File: config.mk
export PLATFORM = sky130hd
export DESIGN_NAME = ccm_top
export DESIGN_NICKNAME = d
export VERILOG_FILES = /design/src/design/ccm_pkg.sv /design/src/design/ccm_top.sv /design/src/design/ccm_wreg.sv /design/src/design/ccm_sync2.sv
export SDC_FILE = /design/constraint.sdc
export NUM_CORES = 1
export LEC_CHECK = 0
export ABC_CLOCK_PERIOD_IN_PS = 4900
export BUFFER_PORTS_ARGS = -buffer_cell sky130_fd_sc_hd__buf_2
export CAP_MARGIN = 20
export CORE_MARGIN = 8
export CORE_UTILIZATION = 57
export DETAILED_ROUTE_END_ITERATION = 10
export PLACE_DENSITY = 0.84
export SLEW_MARGIN = 20
export SYNTH_ARGS = -nofsm -noshare
export SYNTH_HDL_FRONTEND = slang
export SYNTH_SLANG_ARGS = --single-unit
File: constraint.sdc
create_clock -name clk -period 4.9 [get_ports clk]
set_clock_uncertainty 0.2 [all_clocks]
set_input_delay 0 -clock clk [delete_from_list [all_inputs] [get_ports clk]]
set_output_delay 0 -clock clk [all_outputs]
set_load 0.05 [all_outputs]
File: src/design/ccm_pkg.sv
// Purpose: shared constants and types for the controller module configuration bank
// Assumes: 16-bit registers, byte offsets four times the printed values
// Notes: printed offsets, multiples of four included, are kept as register indices
package ccm_pkg;
	// register indices as printed; byte address is four times the index
	localparam logic [7:0] IDX_CFG_PRI = 8'h04;
	localparam logic [7:0] IDX_CFG_SEC = 8'h06;
	localparam logic [7:0] IDX_DRIVE = 8'h9A;
	localparam logic [7:0] IDX_ENGINE_EVT = 8'hF0;
	localparam int ADDR_W = 10;
	localparam int DATA_W = 16;
	localparam logic [15:0] RST_CFG_PRI = 16'h8000;
	localparam logic [15:0] RST_CFG_SEC = 16'h0000;
	localparam logic [15:0] RST_DRIVE = 16'h0000;
	// field positions, primary register
	localparam int B_SETUP = 15;
	localparam int B_CHB = 9;
	localparam int B_CHA = 8;
	localparam int B_SYNFILT = 6;
	localparam int B_NODE_SYNCHRONISED_FLAG = 5;
	localparam int B_DRV_HI = 4;
	localparam int B_DRV_LO = 3;
	localparam int B_HALT = 1;
	// field positions, secondary register
	localparam int B_ALLOW_YELLOW_TO_GREEN = 10;
	localparam int B_ARL = 9;
	localparam int B_CSI = 8;
	localparam int B_EXTERNAL_CLOCK_SYNC_ENABLE = 6;
	localparam int B_DSEG = 5;
	localparam int B_SWIN = 4;
	localparam int B_MEDIA_ACCESS_TEST_ENABLE = 2;
	// writable masks
	localparam logic [15:0] MASK_PRI = 16'h835A;
	localparam logic [15:0] MASK_PRI_CFGONLY = 16'h0318;
	localparam logic [15:0] MASK_SEC = 16'h0774;
	localparam logic [15:0] MASK_DRIVE = 16'h003F;
	// bus driver type encodings
	localparam logic [1:0] DRV_RS485_LO = 2'h0;
	localparam logic [1:0] DRV_PHY = 2'h1;
	localparam logic [1:0] DRV_UNUSED = 2'h2;
	localparam logic [1:0] DRV_RS485_HI = 2'h3;
	typedef enum {ST_CONFIG, ST_NORMAL, ST_HALT} ccm_state_t;
	// configuration handed to the protocol engine
	typedef struct packed {
		logic chan_a_en;
		logic chan_b_en;
		logic [1:0] drv_type;
		logic sync_filt_en;
		logic mat_en;
		logic swin_open;
		logic dseg_open;
		logic ext_sync_en;
		logic coldstart_inh;
		logic allow_red;
		logic allow_y2g;
	} ccm_cfg_t;
	// events reported by the protocol engine
	typedef struct packed {
		logic sync_gain;
		logic sync_loss;
		logic clk_err_red;
	} ccm_evt_t;
endpackage : ccm_pkg

File: src/design/ccm_top.sv
// Purpose: module configuration and pin drive-strength register bank
// Assumes: plain register port, read data one cycle after the read strobe
// Notes: protocol engine events arrive as same-clock pulses
//
// Contract
// setting setup bit with other changes updates only the setup bit
// clearing setup bit applies all other field changes in the same write
// setting setup bit enters configuration at once, aborting traffic and sync
// clearing setup bit resumes normal operation; bit reads state
// after reset state is configuration, primary register reads 0x8000
// setting halt bit enters diagnosis stop at once, aborting traffic and sync
// clearing halt bit moves to configuration; bit reads halt state
// driver type bits 4:3 encode line coding; writable only in configuration
// node synchronised flag set in idle time before entering normal state
// flag cleared before passive or halt on correction or counter errors
// bit 6 selects whether sync frames must pass the filters
// bits 8 and 9 enable channels A and B; configuration-only
// secondary bit 2 enables media access test; configuration-only
// secondary bit 4 sets guardian expected open in symbol window
// secondary bit 5 sets guardian expected open in dynamic segment
// secondary bit 6 enables external clock sync; configuration-only
// coldstart inhibit bit 8 stops coldstart initiation; configuration-only
// clock errors to red go halt if bit 9 set, else configuration
// yellow to green allowed only when bit 10 set
// drive register bits 0 to 5 pick partial drive when set; reset zero
// configuration-only fields ignore writes outside configuration
//
// Chosen here: the plain strobed port.
`timescale 1ns/1ps
module ccm_top (
	input wire logic clk,
	input wire logic rst_b,
	input wire logic [ccm_pkg::ADDR_W-1:0] addr,
	input wire logic [ccm_pkg::DATA_W-1:0] wdata,
	input wire logic wr,
	input wire logic rd,
	output logic [ccm_pkg::DATA_W-1:0] rdata,
	input wire logic evt_sync_gain,
	input wire logic evt_sync_loss,
	input wire logic evt_clk_err_red,
	input wire logic engine_busy,
	input wire logic sync_filt_pass,
	input wire logic ext_sync_pin,
	output ccm_pkg::ccm_cfg_t cfg,
	output logic abort_q,
	output logic cfg_state_q,
	output logic halt_state_q,
	output logic coldstart_ok_q,
	output logic sync_frame_use_q,
	output logic y2g_ok_q,
	output logic ext_sync_q,
	output logic [5:0] partial_drive_q
);
	// ****************************
	// address decode
	// ****************************
	logic [ccm_pkg::ADDR_W-1:0] a_pri;
	logic [ccm_pkg::ADDR_W-1:0] a_sec;
	logic [ccm_pkg::ADDR_W-1:0] a_drv;
	assign a_pri = ccm_pkg::ADDR_W'({ccm_pkg::IDX_CFG_PRI, 2'b00});
	assign a_sec = ccm_pkg::ADDR_W'({ccm_pkg::IDX_CFG_SEC, 2'b00});
	assign a_drv = ccm_pkg::ADDR_W'({ccm_pkg::IDX_DRIVE, 2'b00});
	wire hit_pri = (addr == a_pri);
	wire hit_sec = (addr == a_sec);
	wire hit_drv = (addr == a_drv);
	wire wr_pri = wr && hit_pri;
	wire wr_sec = wr && hit_sec;
	wire wr_drv = wr && hit_drv;

	// ****************************
	// operating state
	// ****************************
	ccm_pkg::ccm_state_t st_q;
	ccm_pkg::ccm_state_t st_d;
	logic node_synchronised_flag_q;
	logic node_synchronised_flag_d;
	wire in_cfg = (st_q == ccm_pkg::ST_CONFIG);
	wire cur_setup = in_cfg;
	wire set_setup = wr_pri && wdata[ccm_pkg::B_SETUP] && !cur_setup;
	wire clr_setup = wr_pri && !wdata[ccm_pkg::B_SETUP] && cur_setup;
	wire set_halt = wr_pri && wdata[ccm_pkg::B_HALT] && !set_setup;
	wire clr_halt = wr_pri && !wdata[ccm_pkg::B_HALT] && (st_q == ccm_pkg::ST_HALT) && !set_setup;

	// primary write mask: setup-set write touches only the setup bit
	logic [15:0] pri_mask;
	assign pri_mask = set_setup ? (16'h0001 << ccm_pkg::B_SETUP) :
		(in_cfg ? ccm_pkg::MASK_PRI : (ccm_pkg::MASK_PRI & ~ccm_pkg::MASK_PRI_CFGONLY));
	logic [15:0] sec_mask;
	assign sec_mask = in_cfg ? ccm_pkg::MASK_SEC : 16'h0000;

	// state transitions; host writes take priority over engine events
	always_comb begin
		st_d = st_q;
		if (set_setup) begin
			st_d = ccm_pkg::ST_CONFIG;
		end else if (set_halt) begin
			st_d = ccm_pkg::ST_HALT;
		end else if (clr_halt) begin
			st_d = ccm_pkg::ST_CONFIG;
		end else if (clr_setup) begin
			st_d = ccm_pkg::ST_NORMAL;
		end else if (evt_clk_err_red && st_q == ccm_pkg::ST_NORMAL) begin
			st_d = cfg.allow_red ? ccm_pkg::ST_HALT : ccm_pkg::ST_CONFIG;
		end
	end

	// node sync flag: gain sets, loss or any next state but normal clears; a non-normal next state beats gain, gain beats loss
	always_comb begin
		node_synchronised_flag_d = node_synchronised_flag_q;
		if (st_d != ccm_pkg::ST_NORMAL) begin
			node_synchronised_flag_d = 1'b0;
		end else if (evt_sync_gain) begin
			node_synchronised_flag_d = 1'b1;
		end else if (evt_sync_loss) begin
			node_synchronised_flag_d = 1'b0;
		end
	end

	always_ff @(posedge clk or negedge rst_b) begin
		if (!rst_b) begin
			st_q <= ccm_pkg::ST_CONFIG;
			node_synchronised_flag_q <= 1'b0;
		end else begin
			st_q <= st_d;
			node_synchronised_flag_q <= node_synchronised_flag_d;
		end
	end

	// ****************************
	// stored registers
	// ****************************
	logic [15:0] pri_q;
	logic [15:0] sec_q;
	logic [15:0] drv_q;
	// state-owned bits kept out of the stored copy
	ccm_wreg #(.W(16), .RST(ccm_pkg::RST_CFG_PRI & ~(16'h0001 << ccm_pkg::B_SETUP))) u_pri (
		.clk(clk),
		.rst_b(rst_b),
		.we(wr_pri),
		.mask(pri_mask & ~(16'h0001 << ccm_pkg::B_SETUP) & ~(16'h0001 << ccm_pkg::B_HALT)),
		.wdata(wdata),
		.q(pri_q)
	);
	ccm_wreg #(.W(16), .RST(ccm_pkg::RST_CFG_SEC)) u_sec (
		.clk(clk),
		.rst_b(rst_b),
		.we(wr_sec),
		.mask(sec_mask),
		.wdata(wdata),
		.q(sec_q)
	);
	ccm_wreg #(.W(16), .RST(ccm_pkg::RST_DRIVE)) u_drv (
		.clk(clk),
		.rst_b(rst_b),
		.we(wr_drv),
		.mask(ccm_pkg::MASK_DRIVE),
		.wdata(wdata),
		.q(drv_q)
	);

	// ****************************
	// read view and read port
	// ****************************
	logic [15:0] pri_view;
	assign pri_view = (pri_q & ccm_pkg::MASK_PRI)
		| (16'(in_cfg) << ccm_pkg::B_SETUP)
		| (16'(st_q == ccm_pkg::ST_HALT) << ccm_pkg::B_HALT)
		| (16'(node_synchronised_flag_q) << ccm_pkg::B_NODE_SYNCHRONISED_FLAG);
	logic [15:0] rd_mux;
	assign rd_mux = hit_pri ? pri_view :
		hit_sec ? (sec_q & ccm_pkg::MASK_SEC) :
		hit_drv ? (drv_q & ccm_pkg::MASK_DRIVE) : 16'h0000; // unmapped reads zero
	logic [15:0] rdata_q;
	// read data valid only in the cycle after the strobe
	always_ff @(posedge clk or negedge rst_b) begin
		if (!rst_b) begin
			rdata_q <= 16'h0000;
		end else begin
			rdata_q <= rd ? rd_mux : 16'h0000;
		end
	end
	assign rdata = rdata_q;

	// ****************************
	// configuration outputs
	// ****************************
	logic ext_pin_s;
	ccm_sync2 #(.W(1)) u_ext (
		.clk(clk),
		.rst_b(rst_b),
		.din(ext_sync_pin),
		.dout(ext_pin_s)
	);
	ccm_pkg::ccm_cfg_t cfg_d;
	assign cfg_d.chan_a_en = pri_q[ccm_pkg::B_CHA];
	assign cfg_d.chan_b_en = pri_q[ccm_pkg::B_CHB];
	assign cfg_d.drv_type = pri_q[ccm_pkg::B_DRV_HI:ccm_pkg::B_DRV_LO];
	assign cfg_d.sync_filt_en = pri_q[ccm_pkg::B_SYNFILT];
	assign cfg_d.mat_en = sec_q[ccm_pkg::B_MEDIA_ACCESS_TEST_ENABLE];
	assign cfg_d.swin_open = sec_q[ccm_pkg::B_SWIN];
	assign cfg_d.dseg_open = sec_q[ccm_pkg::B_DSEG];
	assign cfg_d.ext_sync_en = sec_q[ccm_pkg::B_EXTERNAL_CLOCK_SYNC_ENABLE];
	assign cfg_d.coldstart_inh = sec_q[ccm_pkg::B_CSI];
	assign cfg_d.allow_red = sec_q[ccm_pkg::B_ARL];
	assign cfg_d.allow_y2g = sec_q[ccm_pkg::B_ALLOW_YELLOW_TO_GREEN];

	// aborting traffic is a one-cycle pulse when setup or halt is set or normal is left, only while engine_busy
	wire leaving_normal = (st_q == ccm_pkg::ST_NORMAL) && (st_d != ccm_pkg::ST_NORMAL);
	wire abort_d = (set_setup || set_halt || leaving_normal) && engine_busy;
	always_ff @(posedge clk or negedge rst_b) begin
		if (!rst_b) begin
			cfg <= '0;
			abort_q <= 1'b0;
			cfg_state_q <= 1'b1;
			halt_state_q <= 1'b0;
			coldstart_ok_q <= 1'b0;
			sync_frame_use_q <= 1'b0;
			y2g_ok_q <= 1'b0;
			ext_sync_q <= 1'b0;
			partial_drive_q <= 6'h00;
		end else begin
			cfg <= cfg_d;
			abort_q <= abort_d;
			cfg_state_q <= (st_d == ccm_pkg::ST_CONFIG);
			halt_state_q <= (st_d == ccm_pkg::ST_HALT);
			coldstart_ok_q <= !cfg_d.coldstart_inh && (st_d == ccm_pkg::ST_NORMAL);
			sync_frame_use_q <= !cfg_d.sync_filt_en || sync_filt_pass;
			y2g_ok_q <= cfg_d.allow_y2g;
			ext_sync_q <= cfg_d.ext_sync_en && ext_pin_s;
			partial_drive_q <= drv_q[5:0];
		end
	end
endmodule : ccm_top

File: src/design/ccm_wreg.sv
// Purpose: one 16-bit register with per-bit write mask
// Assumes: asynchronous active-low reset to a constant
// Notes: write applies only masked bits
`timescale 1ns/1ps
module ccm_wreg #(
	parameter int W = 16,
	parameter logic [15:0] RST = 16'h0000
) (
	input wire logic clk,
	input wire logic rst_b,
	input wire logic we,
	input wire logic [W-1:0] mask,
	input wire logic [W-1:0] wdata,
	output logic [W-1:0] q
);
	logic [W-1:0] reg_q;
	logic [W-1:0] reg_d;
	// ***************
	// bitwise masked update, one generate per bit
	// ***************
	genvar i;
	generate
		for (i = 0; i < W; i++) begin : g_bit
			assign reg_d[i] = (we && mask[i]) ? wdata[i] : reg_q[i];
		end
	endgenerate
	always_ff @(posedge clk or negedge rst_b) begin
		if (!rst_b) begin
			reg_q <= RST[W-1:0];
		end else begin
			reg_q <= reg_d;
		end
	end
	assign q = reg_q;
endmodule : ccm_wreg

File: src/design/ccm_sync2.sv
// Purpose: two-flop synchroniser for a level from outside the clock domain
// Assumes: single clock
// Notes: first flop is read only by the second
`timescale 1ns/1ps
module ccm_sync2 #(
	parameter int W = 1
) (
	input wire logic clk,
	input wire logic rst_b,
	input wire logic [W-1:0] din,
	output logic [W-1:0] dout
);
	logic [W-1:0] meta_q;
	logic [W-1:0] sync_q;
	// metastability guard
	always_ff @(posedge clk or negedge rst_b) begin
		if (!rst_b) begin
			meta_q <= '0;
			sync_q <= '0;
		end else begin
			meta_q <= din;
			sync_q <= meta_q;
		end
	end
	assign dout = sync_q;
endmodule : ccm_sync2

==> results_dict.tcl <==
set metrics [dict create \
    final_cell_mix "dfrtp_1 (87), buf_2 (65), nor2b_1 (36), dlygate4sd3_1 (29), mux2_2 (19)" \
    finalHoldViolCount 0 \
    grtUsageMet1_pct 21.7 \
    syn_area_um2 3300 \
    slew_headroom_pct 49.6 \
    power_density_nw_per_um2 326 \
    gr-total-overflow 0 \
    grt_usage_pct 18.6 \
    critPathLaunch "st_q[13]" \
    gp_congestion 0.815 \
    busiest_layer "met2" \
    dp.cells 367 \
    p_leak_nw 2.23 \
    ios 77 \
    fin_setup_tns_ns 0 \
    area_delta_synth_final_pct 26.7 \
    htreeDepth 3 \
    met3_usage_pct 5.30 \
    layout_commonest_cell "dfrtp_1" \
    fin_nets 371 \
    ys.flop_type "dfrtp_1" \
    slowest_stage "dlygate4sd3_1" \
    yosys.area.top_type_share_pct 66.0 \
    setup_violations 0 \
    drive_gt1_share_pct 34.1 \
    coreArea_um2 5540 \
    end_kind "flip-flop" \
    worst_slack_ns 1.75 \
    cts_resized 0 \
    avgViaCountPerCell 5.30 \
    drt_iter0_drc 122 \
    place_hpwl_um 4760 \
    netlist_instances 236 \
    avgSynthCellArea_um2 14.0 \
    slew_viol_final 0 \
    cts_post_setup_buffers_inserted 0 \
    drv_cap 0 \
    vias 2182 \
    slowest_delay_ns 0.56 \
    numCtsBuffers 9 \
    synth.largest_area_cell "dfrtp_1" \
    crit-reg2reg-launch "st_q[13]" \
    synth_edf_count 0 \
    dr.pass1.iters 4 \
    final_cells 412 \
    fmax_mhz 318 \
    ir_worst_vdd_v 0.000241 \
    power_frac_comb_pct 6.8 \
    drtAntennaViolNets 0 \
    synth.distinct_cells 43 \
    num_rows 27 \
    drcViolationCount 0 \
    port_buffers 66 \
    synth_seq_cells 88 \
    cts.sinks 88 \
    clkLatencyLatePin_ns 0.35 \
    finalCriticalPeriod_ns 3.15 \
    clk_pin_slew_ns 0.09 \
    floorplan.die_area_um2 8480 \
    post_drt_wl_per_cell_um 18.0 \
    cp-start-kind "flip-flop" \
    hold_path_startpoint "addr[8]" \
    yosysSeqAreaShare_pct 66.8 \
    path_cells "nor4_1, nand4_1, nor3_2, nand2_2, nor3_4, mux2_2, dlygate4sd3_1" \
    die_height_um 92.1 \
    grt_pass1_wl_um 12300 \
    hold_depth 5 \
    r2r_slack_ns 1.75 \
    path_class "flip-flop to flip-flop" \
    die_x_um 92.1 \
    r2r.worst_path.cells 7 \
    p_seq_share_pct 54.0 \
    cts_tree "yes" \
    worstPathMaxFanout 7 \
    cts_hold_buf 29 \
    rsz0062_at_grt "false" \
    status "completed" \
    arrival_ns 3.19 \
    antenna_found_initial 0 \
    grt_pass1_vias 2447 \
    grt_util_met2_pct 31.5 \
    diodes 0 \
    initial_utilization_pct 59.6 \
    grt_start_max_net_pins 89 \
    drt_wl_total_um 7400 \
    p_int_mw 1.06 \
    required_ns 4.94 \
    finalCritPeriodShare_pct 64.2 \
    switchingPower_mw 0.308 \
    clock-root-buffer "clkbuf_8" \
    dp_slack_ns 2.32 \
    swShare_pct 22.6 \
    clock_path_buffers 2 \
    synth-async-reset-ratio_pct 100 \
    p_clk_share_pct 39.1 \
    hold_path_class "input port to flip-flop" \
    synthTopCellsByArea "dfrtp_1 (66%), nor2b_1 (6.8%), mux2_2 (6.5%)" \
    worst_slew_pin_slew_ns 0.756 \
    synth_warnings 0 \
]
==> per-layer routing <==
| metal | routed length, um | up-vias |
|---|---|---|
| li1 | - | 1002 |
| met1 | 3020 | 1110 |
| met2 | 3880 | 66 |
| met3 | 453 | 4 |
| met4 | 46 | 0 |
| met5 | 0 | - |
==> cell families (layout without fill, tap and decap cells) <==
kind of cell / count (synthesis) / count (layout) / synth area share [%]
DFF: 88 / 88 / 66.8
and+or+nand+nor: 85 / 85 / 17.4
muxes: 23 / 23 / 7.70
AOI/OAI and AO/OA: 20 / 20 / 4.97
buffers and inverters: 19 / 119 / 3.00
other: 1 / 5 / 0.114
==> path summary, 6_finish.rpt <==
kind                                            to
worst max-delay path                    u_sec.q[2]
worst min-delay path                       st_q[0]
worst max register to register          u_sec.q[2]
worst min register to register          u_ext.dout
max in group asynchronous               u_pri.q[6]
min in group asynchronous       partial_drive_q[0]
==> synthesized netlist by cell type (3+ instances only) <==
cell type and n:
nor4_1 4, buf_4 6, inv_1 7, and2_1 4, mux2_2 19, a21oi_1 4, buf_2 4, nand2_1 8
dfrtp_1 87, nor4_2 5, nor2b_1 36, mux2i_1 4, nor2_1 7, nand4_1 3
==> area by class of cell <==
class | count | area, um^2
Timing Repair Buffer | 96 | 634
Fill cell | 339 | 1360
Sequential cell | 88 | 2200
Inverter | 7 | 26.3
Clock inverter | 5 | 81.3
Tap cell | 72 | 90.1
Clock buffer | 11 | 131
Multi-Input combinational cell | 133 | 1010
==> registers in the layout, summed over array words and instances (netlist names), 5 cells and up <==
register,count
st_q,32
cfg,11
rdata,11
u_sec.q,7
partial_drive_q,6
u_drv.q,6
u_pri.q,5
==> through the flow <==
stage	utilization, %	total power, mW	area, um^2	hold WS [ns]
2_1_floorplan	-	0.794	3310	-0.496
3_3_place_gp	66.3	0.824	3670	-0.0911
3_5_place_dp	66.3	0.827	3670	-0.0871
4_1_cts	75.4	1.37	4180	0.0143
5_1_grt	75.4	1.41	4180	0.0507
6_report	75.4	1.36	4180	0.0266
==> critical path: cells and delay by family (launching register included) <==
| family | cells | cell delay [ns] |
|---|---|---|
| buf+inv | 1 | 0.56 |
| flops | 1 | 0.39 |
| mux | 1 | 0.39 |
| simple gates | 5 | 1.51 |
==> power groups by stage <==
stage                     sequential (mW)  combinational (mW)  clock [mW]
final                               0.737              0.0931       0.534
after global routing                0.738               0.101       0.567
after CTS                           0.737              0.0919       0.538
after detailed placement            0.751              0.0759           0
after global placement              0.751              0.0736           0
after floorplan                     0.757              0.0363           0
No activity file was read; power rests on OpenSTA's default activity.
